===== src/inc/htwc_pkg.sv =====
// shared constants for the halt and timed wakeup sequencer
package htwc_pkg;
	// register indices, byte address is four times the index
	localparam logic [7:0]  IDX_PRESCALER   = 8'h49;
	localparam logic [7:0]  IDX_CTRL_STATUS = 8'h4A;
	localparam logic [7:0]  IDX_MODE_STATUS = 8'h4B;
	localparam int          ADDR_W          = 12;
	// control/status field positions
	localparam int          BIT_ENABLE      = 0;
	localparam int          BIT_MEASURE     = 1;
	localparam int          BIT_FLAG        = 2;
	// reset values
	localparam logic [7:0]  PRESCALER_RST   = 8'hFF;
	localparam logic [2:0]  CTRL_RST        = 3'h0;
	// halt opcode
	localparam logic [7:0]  HALT_OPCODE     = 8'h8E;
	// auto-reload timer clock select that keeps active-halt alive
	localparam logic [1:0]  AT_CLK_ACTIVE   = 2'h1;
	// stabilisation delays in cpu cycles
	localparam logic [9:0]  STARTUP_SHORT   = 10'h100;
	localparam logic [9:0]  STARTUP_LONG    = 10'h200;
	// fixed divider ahead of the prescaler
	localparam int          FIXED_DIV_W     = 6;
	// wake reasons reported to the cpu
	localparam logic [1:0]  SRC_RESET       = 2'h0;
	localparam logic [1:0]  SRC_IRQ         = 2'h1;
	localparam logic [1:0]  SRC_TIMED       = 2'h2;
	localparam logic [1:0]  SRC_TIMER       = 2'h3;

	typedef enum logic [2:0] {
		ST_RUN,
		ST_ACTIVE_HALT,
		ST_HALT,
		ST_TIMED_HALT,
		ST_STARTUP
	} htwc_state_type;
endpackage


===== src/rtl/htwc_ctrl.sv =====
`timescale 1ns/1ps
module htwc_ctrl
	import htwc_pkg::*;
(
	input  wire logic        mclk,
	input  wire logic        reset_n,
	// apb slave
	input  wire logic        psel,
	input  wire logic        penable,
	input  wire logic        pwrite,
	input  wire logic [11:0] paddr,
	input  wire logic [31:0] pwdata,
	output logic      [31:0] prdata,
	output logic             pready,
	output logic             pslverr,
	// cpu side
	input  wire logic        opcode_valid,
	input  wire logic [7:0]  opcode,
	input  wire logic        irq_entry,
	input  wire logic        cc_pop,
	input  wire logic        cc_pop_mask,
	output logic             irq_mask,
	output logic             cpu_run,
	output logic             reset_vector_fetch,
	output logic             irq_service,
	output logic [1:0]       wake_source,
	output logic             timed_wake_irq,
	// timers, watchdog and options
	input  wire logic        timebase_irq_enable,
	input  wire logic        overflow_irq_enable,
	input  wire logic [1:0]  autoreload_clk_sel,
	input  wire logic        lite_timer_irq,
	input  wire logic        autoreload_irq,
	input  wire logic        halt_wake_irq,
	input  wire logic        watchdog_active,
	input  wire logic        watchdog_halt_option,
	input  wire logic        long_startup,
	output logic             watchdog_reset,
	// oscillators, pins and clock gates
	input  wire logic        wake_rc_clock,
	input  wire logic        wake_reset_pin,
	output logic             main_osc_en,
	output logic             periph_clk_en,
	output logic             timer_clk_en,
	output logic             wake_osc_en,
	output logic             lite_timer_capture
);

	// reset release through two flip-flops
	logic rst_s1_q;
	logic rst_n_q;
	always_ff @(posedge mclk or negedge reset_n) begin
		if (!reset_n) begin
			rst_s1_q <= 1'b0;
			rst_n_q  <= 1'b0;
		end else begin
			rst_s1_q <= 1'b1;
			rst_n_q  <= rst_s1_q;
		end
	end

	// pin synchronisers, the second stage is read and the rc third stage gives its edge
	logic rc_s1_q;
	logic rc_s2_q;
	logic rc_s3_q;
	logic rstpin_s1_q;
	logic rstpin_s2_q;
	always_ff @(posedge mclk or negedge rst_n_q) begin
		if (!rst_n_q) begin
			rc_s1_q     <= 1'b0;
			rc_s2_q     <= 1'b0;
			rc_s3_q     <= 1'b0;
			rstpin_s1_q <= 1'b0;
			rstpin_s2_q <= 1'b0;
		end else begin
			rc_s1_q     <= wake_rc_clock;
			rc_s2_q     <= rc_s1_q;
			rc_s3_q     <= rc_s2_q;
			rstpin_s1_q <= wake_reset_pin;
			rstpin_s2_q <= rstpin_s1_q;
		end
	end

	htwc_state_type state_q;
	htwc_state_type state_d;
	logic [7:0]  prescaler_q;
	logic        enable_q;
	logic        measure_q;
	logic        flag_q;
	logic [FIXED_DIV_W-1:0] div_cnt_q;
	logic [7:0]  pre_cnt_q;
	logic [9:0]  stup_cnt_q;
	logic [1:0]  src_q;
	logic        prdy_q;

	// apb decode, answer one cycle into the access phase
	wire        apb_acc    = psel & penable & prdy_q;
	wire [9:0]  word_idx   = paddr[11:2];
	wire        hit_pre    = (word_idx == {2'h0, IDX_PRESCALER});
	wire        hit_ctrl   = (word_idx == {2'h0, IDX_CTRL_STATUS});
	wire        hit_mode   = (word_idx == {2'h0, IDX_MODE_STATUS});
	wire        hit_any    = hit_pre | hit_ctrl | hit_mode;
	wire        wr_pre     = apb_acc & pwrite & hit_pre;
	wire        wr_ctrl    = apb_acc & pwrite & hit_ctrl;
	wire        rd_ctrl    = apb_acc & ~pwrite & hit_ctrl;
	wire [7:0]  ctrl_view  = {5'h00, flag_q, measure_q, enable_q};
	wire [7:0]  mode_view  = {3'h0, src_q, 3'(state_q)};
	wire [7:0]  rd_mux     = hit_pre  ? prescaler_q :
	                         hit_ctrl ? ctrl_view   :
	                         hit_mode ? mode_view   : 8'h00;

	// halt decode and mode selection
	wire halt_exec   = (state_q == ST_RUN) & opcode_valid & (opcode == HALT_OPCODE);
	wire active_en   = timebase_irq_enable |
	                   (overflow_irq_enable & (autoreload_clk_sel == AT_CLK_ACTIVE));
	wire wdg_trip    = watchdog_active & watchdog_halt_option;
	wire halt_enter  = halt_exec & ~wdg_trip;
	wire rc_edge     = rc_s2_q & ~rc_s3_q;
	wire div_wrap    = rc_edge & (div_cnt_q == {FIXED_DIV_W{1'b1}});
	wire timed_done  = div_wrap & ((pre_cnt_q + 8'h01) == prescaler_q);
	wire [9:0] stup_lim = long_startup ? STARTUP_LONG : STARTUP_SHORT;
	wire stup_done   = (stup_cnt_q == stup_lim - 10'h001);
	wire timer_wake  = lite_timer_irq | autoreload_irq;

	// next state
	always_comb begin
		state_d = state_q;
		unique case (state_q)
			ST_RUN: begin
				if (halt_enter && enable_q)
					state_d = ST_TIMED_HALT;
				else if (halt_enter && active_en)
					state_d = ST_ACTIVE_HALT;
				else if (halt_enter)
					state_d = ST_HALT;
			end
			ST_ACTIVE_HALT: begin
				if (rstpin_s2_q)
					state_d = ST_STARTUP;
				else if (timer_wake)
					state_d = ST_RUN;
			end
			ST_HALT: begin
				if (rstpin_s2_q || halt_wake_irq)
					state_d = ST_STARTUP;
			end
			ST_TIMED_HALT: begin
				if (rstpin_s2_q || halt_wake_irq || timed_done)
					state_d = ST_STARTUP;
			end
			ST_STARTUP: begin
				if (stup_done)
					state_d = ST_RUN;
			end
		endcase
	end

	// wake reason, reset wins over interrupts
	logic [1:0] src_d;
	always_comb begin
		src_d = src_q;
		if (state_q != ST_RUN && state_q != ST_STARTUP && state_d != state_q) begin
			if (rstpin_s2_q)
				src_d = SRC_RESET;
			else if (state_q == ST_ACTIVE_HALT)
				src_d = SRC_TIMER;
			else if (state_q == ST_TIMED_HALT && timed_done)
				src_d = SRC_TIMED;
			else
				src_d = SRC_IRQ;
		end
	end

	always_ff @(posedge mclk or negedge rst_n_q) begin
		if (!rst_n_q) begin
			state_q <= ST_RUN;
			src_q   <= SRC_RESET;
		end else begin
			state_q <= state_d;
			src_q   <= src_d;
		end
	end

	// stabilisation counter, runs only in startup
	always_ff @(posedge mclk or negedge rst_n_q) begin
		if (!rst_n_q)
			stup_cnt_q <= 10'h000;
		else if (state_q == ST_STARTUP)
			stup_cnt_q <= stup_cnt_q + 10'h001;
		else
			stup_cnt_q <= 10'h000;
	end

	// timed delay: fixed divider then prescaler count
	always_ff @(posedge mclk or negedge rst_n_q) begin
		if (!rst_n_q) begin
			div_cnt_q <= '0;
			pre_cnt_q <= 8'h00;
		end else if (state_q != ST_TIMED_HALT) begin
			div_cnt_q <= '0;
			pre_cnt_q <= 8'h00;
		end else if (rc_edge) begin
			div_cnt_q <= div_cnt_q + 1'b1;
			if (div_wrap)
				pre_cnt_q <= pre_cnt_q + 8'h01;
		end
	end

	// software registers; zero prescaler writes are refused
	always_ff @(posedge mclk or negedge rst_n_q) begin
		if (!rst_n_q) begin
			prescaler_q <= PRESCALER_RST;
			enable_q    <= CTRL_RST[BIT_ENABLE];
			measure_q   <= CTRL_RST[BIT_MEASURE];
		end else begin
			if (wr_pre && pwdata[7:0] != 8'h00)
				prescaler_q <= pwdata[7:0];
			if (wr_ctrl) begin
				enable_q  <= pwdata[BIT_ENABLE];
				measure_q <= pwdata[BIT_MEASURE];
			end
		end
	end

	// wake flag: set on expiry beats clear on read
	always_ff @(posedge mclk or negedge rst_n_q) begin
		if (!rst_n_q)
			flag_q <= CTRL_RST[BIT_FLAG];
		else if (state_q == ST_TIMED_HALT && timed_done)
			flag_q <= 1'b1;
		else if (rd_ctrl)
			flag_q <= 1'b0;
	end

	// apb answer registers
	always_ff @(posedge mclk or negedge rst_n_q) begin
		if (!rst_n_q) begin
			prdy_q  <= 1'b0;
			prdata  <= 32'h0000_0000;
			pslverr <= 1'b0;
		end else begin
			prdy_q  <= psel & penable & ~prdy_q;
			prdata  <= (psel & penable & ~prdy_q & ~pwrite) ? {24'h00_0000, rd_mux} : 32'h0000_0000;
			pslverr <= psel & penable & ~prdy_q & ~hit_any;
		end
	end
	assign pready = prdy_q;

	// interrupt mask: halt clears, entry sets, pop restores
	always_ff @(posedge mclk or negedge rst_n_q) begin
		if (!rst_n_q)
			irq_mask <= 1'b1;
		else if (halt_enter)
			irq_mask <= 1'b0;
		else if (irq_entry)
			irq_mask <= 1'b1;
		else if (cc_pop)
			irq_mask <= cc_pop_mask;
	end

	// clock gates and cpu handshake outputs
	wire leave_stup = (state_q == ST_STARTUP) & stup_done;
	wire act_irq    = (state_q == ST_ACTIVE_HALT) & ~rstpin_s2_q & timer_wake;
	always_ff @(posedge mclk or negedge rst_n_q) begin
		if (!rst_n_q) begin
			main_osc_en        <= 1'b1;
			periph_clk_en      <= 1'b1;
			timer_clk_en       <= 1'b1;
			wake_osc_en        <= 1'b0;
			cpu_run            <= 1'b1;
			reset_vector_fetch <= 1'b0;
			irq_service        <= 1'b0;
			wake_source        <= SRC_RESET;
			watchdog_reset     <= 1'b0;
			lite_timer_capture <= 1'b0;
			timed_wake_irq     <= 1'b0;
		end else begin
			main_osc_en        <= (state_d != ST_HALT) & (state_d != ST_TIMED_HALT);
			periph_clk_en      <= (state_d == ST_RUN);
			timer_clk_en       <= (state_d == ST_RUN) | (state_d == ST_ACTIVE_HALT);
			wake_osc_en        <= (state_d == ST_TIMED_HALT) | measure_q;
			cpu_run            <= (state_d == ST_RUN);
			reset_vector_fetch <= leave_stup & (src_q == SRC_RESET);
			irq_service        <= (leave_stup & (src_q != SRC_RESET)) | act_irq;
			wake_source        <= src_d;
			watchdog_reset     <= halt_exec & wdg_trip;
			lite_timer_capture <= measure_q & (state_q == ST_RUN) & rc_s2_q;
			timed_wake_irq     <= flag_q & ~rd_ctrl;
		end
	end
endmodule // htwc_ctrl


===== config.mk =====
export PLATFORM = sky130hd
export DESIGN_NAME = htwc_ctrl
export DESIGN_NICKNAME = d
export VERILOG_FILES = /design/src/inc/htwc_pkg.sv /design/src/rtl/htwc_ctrl.sv
export SDC_FILE = /design/constraint.sdc
export NUM_CORES = 1
export LEC_CHECK = 0
export BUFFER_PORTS_ARGS = -buffer_cell sky130_fd_sc_hd__buf_2
export CAP_MARGIN = 20
export CORE_MARGIN = 1.5
export CORE_UTILIZATION = 45
export CTS_CLUSTER_SIZE = 24
export DETAILED_ROUTE_END_ITERATION = 8
export PLACE_DENSITY = 0.76
export RECOVER_POWER = 50
export SETUP_SLACK_MARGIN = 0.1
export SYNTH_ARGS = -nofsm -noshare
export SYNTH_HDL_FRONTEND = slang
export SYNTH_SLANG_ARGS = --single-unit

===== constraint.sdc =====
create_clock -name mclk -period 2 [get_ports mclk]
set_input_delay 0.2 -clock mclk [delete_from_list [all_inputs] [get_ports mclk]]
set_output_delay 0.2 -clock mclk [all_outputs]
set_load 0.02 [all_outputs]

### After elaboration in Yosys (flattened, before gate mapping)

Cells that the tools add are included.

| operators by class | value |
|---|---|
| add/subtract/negate cells | 4 |
| multipliers | 0 |
| div/mod/pow operators | 0 |
| $lt $le $gt $ge | 0 |
| equal/unequal tests | 19 |
| shift operators | 0 |
| multiplexer cells | 28 |
| bitwise operators | 42 |
| reductions and logical operators | 19 |

Operator list:

| cell | number |
|---|---|
| 8-bit two-way mux | 5 |
| 10-bit by 7-bit == test with 1-bit output (second input constant) | 3 |
| 1-bit bitwise AND | 28 |
| 3-bit two-way mux | 8 |
| 10-bit two-way mux | 2 |
| 3-bit one-hot mux with 5 select lines | 1 |
| 6-bit two-way mux | 2 |
| 10-bit by 1-bit adder with 10-bit output (second input constant) | 1 |
| 10-bit == test | 1 |
| 5-bit two-way mux | 2 |
| 10-bit by 1-bit subtractor with 10-bit output (second input constant) | 1 |
| 3-bit by 2-bit == test with 1-bit output (second input constant) | 3 |
| 3-bit by 2-bit inequality test with 1-bit output (second input constant) | 3 |
| 8-bit by 1-bit adder with 8-bit output (second input constant) | 1 |
| 8-bit == test | 1 |
| 8-bit == test (second input constant) | 1 |
| 2-bit nonzero test | 4 |
| 8-bit nonzero test | 1 |
| 1-bit NOT | 7 |
| 1-bit OR | 7 |
| 6-bit by 1-bit adder with 6-bit output (second input constant) | 1 |
| 3-bit by 1-bit == test with 1-bit output (second input constant) | 2 |
| 6-bit == test (second input constant) | 1 |
| 1-bit logical AND | 6 |
| 11 further kinds | 20 |

| storage, ports and cells | value |
|---|---|
| register bits after elaboration | 67 |
| latch bits | 0 |
| memory bits (writable) | 0 |
| bits in read-only memories | 0 |
| input bits | 73 |
| output and inout port bits | 47 |
| word-level logic and storage cells | 141 |
| memories | 0 |

### Longest topological paths before layout

Gate-level depths: netlist of the first run.

| logic depth | value |
|---|---|
| word-level depth | 10 |
| mapped depth | 9 |
| mapped depth without buffers | 8 |

### Worst setup path after synthesis of the first run

OpenSTA, ideal clock, no wires.

| timing path | value |
|---|---|
| path type | flip-flop to flip-flop |
| from | register pre_cnt_q[0] |
| to | register wake_source[0] |
| data arrival time | 2.030 ns |
| required time | 1.875 ns |
| setup slack | -0.155 ns |
| cell stages (with the launch flop) | 9 |
| clock period less this slack | 2.155 ns |
| cells stage by stage | dfrtp_1 > ha_1 > nand4_1 > xnor2_1 > a32oi_1 > a211oi_4 > or2_2 > o311ai_4 > mux2_2 |

| on the way | value |
|---|---|
| longest elaborated chain between the ends | 8 |
| elaborated cells on any way between the ends | 12 |
| those cells by class | add/sub: 1; eq/ne: 2; mux: 5; bitwise: 1; reduce/logical: 3 |

RTL lines:

| item | line | RTL |
|---|---|---|
| from (decl) | htwc_ctrl.sv:91 | `logic [7:0] pre_cnt_q;` |
| from (signal assigned) | htwc_ctrl.sv:205 | `pre_cnt_q <= pre_cnt_q + 8'h01;` |
| 8-bit by 1-bit adder with 8-bit output * | htwc_ctrl.sv:120 | `wire timed_done = div_wrap & ((pre_cnt_q + 8'h01) == prescaler_q);` |
| 8-bit == test * | htwc_ctrl.sv:120 |  |
| 1-bit bitwise AND * | htwc_ctrl.sv:120 |  |
| 1-bit logical OR | htwc_ctrl.sv:148 | `if (rstpin_s2_q \|\| halt_wake_irq \|\| timed_done)` |
| 3-bit two-way mux | htwc_ctrl.sv:148 |  |
| 3-bit one-hot mux with 5 select lines | htwc_ctrl.sv:128 | `unique case (state_q)` |
| 3-bit inequality test | htwc_ctrl.sv:162 | `if (state_q != ST_RUN && state_q != ST_STARTUP && state_d != state_q) begin` |
| 1-bit logical AND | htwc_ctrl.sv:162 |  |
| to (signal assigned) | htwc_ctrl.sv:285 | `wake_source <= src_d;` |
| to (decl) | htwc_ctrl.sv:26 | `output logic [1:0] wake_source,` |

Every way passes the cells marked *; elsewhere a longest branch is shown, timed or not.
A chain may end at the register's enable or synchronous reset.

### Worst setup path in the final report of the first run

| timing path | value |
|---|---|
| from | register state_q[2] |
| to | register wake_source[1] |

| on the way | value |
|---|---|
| longest elaborated chain between the ends | 10 |
| elaborated cells on any way between the ends | 28 |
| those cells by class | eq/ne: 6; mux: 12; bitwise: 3; reduce/logical: 7 |

RTL lines:

| item | line | RTL |
|---|---|---|
| from (decl) | htwc_ctrl.sv:84 | `htwc_state_type state_q;` |
| from (signal assigned) | htwc_ctrl.sv:179 | `state_q <= state_d;` |
| 3-bit zero test | htwc_ctrl.sv:113, htwc_ctrl.sv:128 |  |
| 1-bit bitwise AND (2 in series) | htwc_ctrl.sv:113 | `wire halt_exec = (state_q == ST_RUN) & opcode_valid & (opcode == HALT_OPCODE);` |
| 1-bit bitwise AND | htwc_ctrl.sv:117 | `wire halt_enter = halt_exec & ~wdg_trip;` |
| 3-bit two-way mux / 1-bit logical AND (equally long branches) | htwc_ctrl.sv:134, htwc_ctrl.sv:132 |  |
| 3-bit two-way mux | htwc_ctrl.sv:132 | `else if (halt_enter && active_en)` |
| 3-bit two-way mux | htwc_ctrl.sv:130 | `if (halt_enter && enable_q)` |
| 3-bit one-hot mux with 5 select lines | htwc_ctrl.sv:128 |  |
| 3-bit inequality test | htwc_ctrl.sv:162 |  |
| 1-bit logical AND | htwc_ctrl.sv:162 |  |

Parallel ways exist; a longest one is shown, timed or not.

==> flow_summary.toml, run 1 <==
[run_status]
status = "complete, but fails checks"
violations = "negative setup slack"

[worst_setup_path]
crit_path_start_kind = "register"
cp_top_family = "simple AND/OR/NAND/NOR gates"
crit_fanout = 3
r2r_slack_ns = -0.14
critPathCaptureType = "register"
path_class = "register to register"
path_cells = "nor3_2, nand4b_1, nor4b_4, o21ai_1, and2_4, o311ai_4, mux2_2"
crit_slowest_cell = "dfrtp_1"
slowest_delay_ns = 0.39
path_buf_inv = 0
required_ns = 2.23
arrival_ns = 2.37

[placed_design]
dp_slack_ns = -0.152
port_buffers = 69
place_congestion = 0.837
post-dp-hpwl_mm = 5.17
placed_area_um2 = 4030

[timing]
finalCritPeriodShare_pct = 107
rsz0062_at_grt = "yes"
period_minus_slack_ns = 2.14
finClkSkew_ns = 0.00848
timing.fmax_mhz = 467
worstMarginPinSlew_ns = 0.876
slew_headroom_pct = 41.6
finalMaxSlewViolations = 0
final_hold_viol_count = 0
finalSetupViolations = 7
setup_slack_ns = -0.141

[yosys]
synth_area_leaders = "dfrtp_1 41%, dfstp_2 9.3%, buf_4 5.7%"
synth_top_area_share_pct = 40.5
yosys_warnings = 0
yosysMostFrequentCell = "dfrtp_1"
yosysTopAreaCell = "dfrtp_1"
ys_ff_latch = 67
synth_cells = 320
synthFlopType = "dfrtp_1"
synth_cell_types = 56
syn-cell-area_um2 = 3400
synth_area_per_cell_um2 = 10.6
async_reset_ff_share_pct = 100
yosys-top-cells-count = "55 x dfrtp_1, 44 x nor2_1, 26 x buf_4, 17 x nand2_1"
yosysSeqAreaShare_pct = 49.8
synth-edff-count = 0

[die]
die_x_um = 89.9
dieArea_um2 = 8080
die_h_um = 89.9
coreArea_um2 = 7290
num_rows = 31
start_util_pct = 46.6
boundaryPins = 120

[power]
vdd_drop_max_v = 0.000355
power.static_leakage_uw = 0.00210
clkPwrFrac_pct = 41.5
seq_power_share_pct = 52.4
p_switching_uw = 609
p_int_uw = 2030
p_per_area_nw_per_um2 = 585
power_frac_comb_pct = 6.1
p_sw_share_pct = 23.1

[run]
cap_viol_max_count = 0

[grt]
antenna_found_initial = 0
grt_overflow = 0
grt_pass1_wl_mm = 12.0
first_global_vias = 2698
grt_max_degree = 30
grt_use_total_pct = 18.5

[cts]
cts_root_buffer = "clkbuf_8"
cts_buffer_depth = 2
numClockSinks = 67
clock_latency_ns = 0.34
tritoncts = "built"
htreeDepth = 3
clk_pin_slew_ns = 0.07
cts_buffers = 9

[routing]
drt-pass1-iter-count = 4
dr.first_iter.drc_count = 151
wl_mm = 7.33
route.detailed.drc = 0
wl_per_cell_um = 13.5
routed_via_density = 5.04
antenna_left = 0
vias = 2747

[cells_and_area]
fin_area_um2 = 4510
drive_gt1_share_pct = 44.2
layout.nets = 517
utilization_pct = 61.9
fillers = 588
antenna-diode-count = 0
area_growth_syn_to_layout_pct = 32.8

[worst_hold_path]
worstHoldPathType = "primary input to register"
==> cells by family after synthesis <==
family,after synthesis,share of synthesized area (%)
flops,67,49.8
compound gates,36,8.29
other cells,2,0.221
fa+ha+maj,3,1.11
xor+xnor,29,7.48
simple gates,129,20.1
buf+inv,36,7.15
mux,18,5.86
==> power by group through the flow <==
stage / clock network, uW / registers, uW / logic (uW)
3_5_place_dp: 0 / 1410 / 158
2_1_floorplan: 0 / 1420 / 107
5_1_grt: 1180 / 1380 / 176
6_report: 1100 / 1380 / 160
3_3_place_gp: 0 / 1410 / 156
4_1_cts: 1110 / 1380 / 165
==> placed cells by master (no fill, tap or decap), types with 4 or more instances in the layout <==
cell type,count
nor4_1,4
mux2_2,15
buf_4,39
nand3_1,9
a21oi_1,6
nor2_1,40
nor2_2,4
and2_1,5
xor2_1,12
or3_1,4
o21ai_0,4
nand2_1,16
xnor2_1,14
and3_1,7
dfstp_2,12
nand2b_1,5
conb_1,25
buf_2,68
dfrtp_1,54
buf_6,7
nor3_1,4
clkbuf_8,10
==> registers in the layout (all words and copies together), names as in the netlist, 2 cells and up <==
| name | flops |
|---|---|
| prescaler_q | 8 |
| div_cnt_q | 6 |
| state_q | 3 |
| wake_source | 2 |
| stup_cnt_q | 10 |
| prdata | 8 |
| pre_cnt_q | 8 |
==> tightest hold or removal path: stages <==
cell and delay, ns:
buf_2 0.07, a211oi_1 0.03, nor2_1 0.08
==> stage by stage <==
| stage | instances | power, uW | hold slack [ns] | TNS (ns) |
|---|---|---|---|---|
| floorplan | 343 | 1530 | -0.0956 | -0.146 |
| global placement | 516 | 1560 | -0.0130 | -0.246 |
| detailed placement | 516 | 1570 | -0.0122 | -0.379 |
| CTS | 542 | 2650 | 0.0807 | -0.305 |
| global route | 545 | 2740 | 0.107 | -1.32 |
| finish | 545 | 2640 | 0.0868 | -0.541 |
==> path summary, 6_finish.rpt <==
path                                      start  cells past startpoint                    endpoint
max                        state_q[2]$_DFF_PN0_                      7  wake_source[1]$_DFFE_PN0P_
min                                   irq_entry                      3        irq_mask$_DFFE_PN1P_
max reg2reg                state_q[2]$_DFF_PN0_                      7  wake_source[1]$_DFFE_PN0P_
min reg2reg                   rc_s1_q$_DFF_PN0_                      0           rc_s2_q$_DFF_PN0_
max in group asynchronous     rst_n_q$_DFF_PN0_                      1         prdata[7]$_DFF_PN0_
min in group asynchronous               reset_n                      2          rst_s1_q$_DFF_PN0_
==> area by class of cell <==
type,instances,area [um^2],share of cell area (%)
clock inverters,5,52.6,1.17
repair buffers,120,756,16.8
clock buffers,11,141,3.13
flip-flops and latches,67,1690,37.5
multi-input cells,240,1730,38.4
well taps,99,124,2.75
inverters,3,11.3,0.250
==> per-layer routing <==
metal	wire [um]	global-route usage [%]	part of all wire, %
met1	3140	22.9	43
met2	3570	29.8	49
met3	372	3.98	5.1
met4	250	11.2	3.4
met5	0	0	0
==> timing repair <==
item / CTS / global route
gates resized for setup: 23 / 17
pin swaps: 9 / 7
hold buffers: 3 / 0
endpoints found under the setup margin: 9 / 10
endpoints found under the hold margin: 4 / 0
buffers inserted: 7 / 4
(Power assumes the default switching activity.)
==> inputs of run 2 (changes only) <==
--- a/config.mk
+++ b/config.mk
@@ -7,7 +7,6 @@
 export LEC_CHECK = 0
 export BUFFER_PORTS_ARGS = -buffer_cell sky130_fd_sc_hd__buf_2
 export CAP_MARGIN = 20
-export CORE_MARGIN = 1.5
 export CORE_UTILIZATION = 45
 export CTS_CLUSTER_SIZE = 24
 export DETAILED_ROUTE_END_ITERATION = 8
==> flow_summary.toml, run 2 (synthesis results as in run 1) <==
[run_status]
status = "complete, but fails checks"
violations = "negative setup slack"

[power]
p_per_area_nw_per_um2 = 590
p_sw_share_pct = 24.4
power_frac_comb_pct = 6.1
vdd_drop_max_v = 0.000284
power_uw = 2640
power.static_leakage_uw = 0.00208
p_int_uw = 1990
clkPwrFrac_pct = 41.6
p_switching_uw = 643
seq_power_share_pct = 52.3

[routing]
drt-pass1-iter-count = 4
antenna_left = 0
routed_via_density = 4.90
vias = 2649
route.detailed.drc = 0
wl_mm = 7.30
dr.first_iter.drc_count = 101
wl_per_cell_um = 13.5

[die]
start_util_pct = 46.6
die_x_um = 88.9
dieArea_um2 = 7900
num_rows = 31
coreArea_um2 = 7290
die_h_um = 88.9
boundaryPins = 120

[worst_setup_path]
cp_top_family = "simple AND/OR/NAND/NOR gates"
required_ns = 2.23
crit_slowest_cell = "dfrtp_1"
path_buf_inv = 0
arrival_ns = 2.42
slowest_delay_ns = 0.40
r2r_slack_ns = -0.19
critPathCaptureType = "register"
path_cells = "nor3_2, nand4b_1, nor4b_4, o21ai_1, and2_4, o311ai_4, mux2_2"
path_class = "register to register"
crit_fanout = 3
crit_path_start_kind = "register"

[cells_and_area]
layout_common_cells = "68 x buf_2, 54 x dfrtp_1, 40 x nor2_1, 39 x buf_4, 25 x conb_1"
fin_area_um2 = 4470
top_register = "stup_cnt_q"
layout.nets = 513
antenna-diode-count = 0
area_growth_syn_to_layout_pct = 31.6
drive_gt1_share_pct = 44.1
final_common_cell = "buf_2"
largest_reg_flops = 10

[timing]
finalMaxSlewViolations = 0
finalSetupViolations = 7
period_minus_slack_ns = 2.19
timing.fmax_mhz = 457
slew_headroom_pct = 50.8
rsz0062_at_grt = "yes"
finClkSkew_ns = 0.00755
setup_slack_ns = -0.189
finalCritPeriodShare_pct = 109
worstMarginPinSlew_ns = 0.737
final_hold_viol_count = 0

[placed_design]
place_congestion = 0.851
port_buffers = 69
placed_area_um2 = 4010
post-dp-hpwl_mm = 5.08

[grt]
grt_overflow = 0
met3_usage_pct = 4.85
grt_pass1_wl_mm = 11.1
antenna_found_initial = 0
top_usage_layer = "met2"
grt_util_met1_pct = 23.3
first_global_vias = 2455
grtUsageMet2_pct = 30.8
grt_max_degree = 48
grt_use_total_pct = 19.0

[cts]
numClockSinks = 67
htreeDepth = 3
cts_buffer_depth = 2
tritoncts = "built"
cts_root_buffer = "clkbuf_8"
cts_buffers = 9
clock_latency_ns = 0.35
clk_pin_slew_ns = 0.07

[run]
cap_viol_max_count = 0

[worst_hold_path]
worstHoldPathType = "primary input to register"
==> run 2: cell count changes in the layout (fill, tap and decap cells not counted), sizes merged <==
cell and change:
clkbuf -3, clkinvlp +1, buf -3, clkinv +1
==> run 2: power groups by stage <==
stage	Combinational (uW)	Sequential, uW	Clock, uW
2_1_floorplan	107	1420	0
3_3_place_gp	156	1410	0
3_5_place_dp	159	1410	0
4_1_cts	165	1380	1120
5_1_grt	183	1380	1170
6_report	162	1380	1100
==> run 2: area by class of cell <==
class                   count  area (um^2)
clock inverters             7         68.8
inverters                   3         11.3
multi-input cells         240         1730
clock buffers               9          124
repair buffers            116          719
flip-flops and latches     67         1690
well taps                  99          124
fillers                   598         2820
==> run 2: final timing paths <==
| check | to | cells after the start | startpoint |
|---|---|---|---|
| max | wake_source[0]$_DFFE_PN0P_ | 7 | state_q[1]$_DFF_PN0_ |
| min | irq_mask$_DFFE_PN1P_ | 3 | irq_entry |
| max reg2reg | wake_source[0]$_DFFE_PN0P_ | 7 | state_q[1]$_DFF_PN0_ |
| min reg2reg | rstpin_s1_q$_DFF_PN0_ | 0 | rst_n_q$_DFF_PN0_ |
| max in group asynchronous | reset_vector_fetch$_DFF_PN0_ | 1 | rst_n_q$_DFF_PN0_ |
| min in group asynchronous | rst_n_q$_DFF_PN0_ | 2 | reset_n |
==> run 2: layer usage <==
| layer | vias to the layer above | routed length [um] |
|---|---|---|
| met2 | 86 | 3640 |
| met4 | 0 | 178 |
| met5 | - | 0 |
| met1 | 1254 | 3110 |
| li1 | 1298 | - |
| met3 | 11 | 377 |
==> run 2: through the flow <==
stage               utilization [%]  TNS, ns  hold WS, ns  setup WS (ns)  cells
floorplan                         -   -0.146      -0.0956        -0.0728    343
global placement               55.0   -0.316      -0.0147         -0.134    513
detailed placement             55.0   -0.440      -0.0120         -0.162    513
CTS                            60.2   -0.474       0.0855         -0.151    538
global route                   61.3    -1.60        0.105         -0.311    541
finish                         61.3   -0.695       0.0898         -0.189    541
==> run 2: timing repair <==
| item | 4_1_cts | 5_1_grt |
|---|---|---|
| setup buffers | 6 | 3 |
| hold buffers | 3 | 0 |
| resized for setup | 21 | 15 |
| setup endpoints to repair | 8 | 9 |
| endpoints found under the hold margin | 4 | 0 |
| pin swaps | 11 | 9 |
==> run 2: worst min-delay path, stage by stage <==
cell	delay [ns]
buf_2	0.08
a211oi_1	0.04
nor2_1	0.09
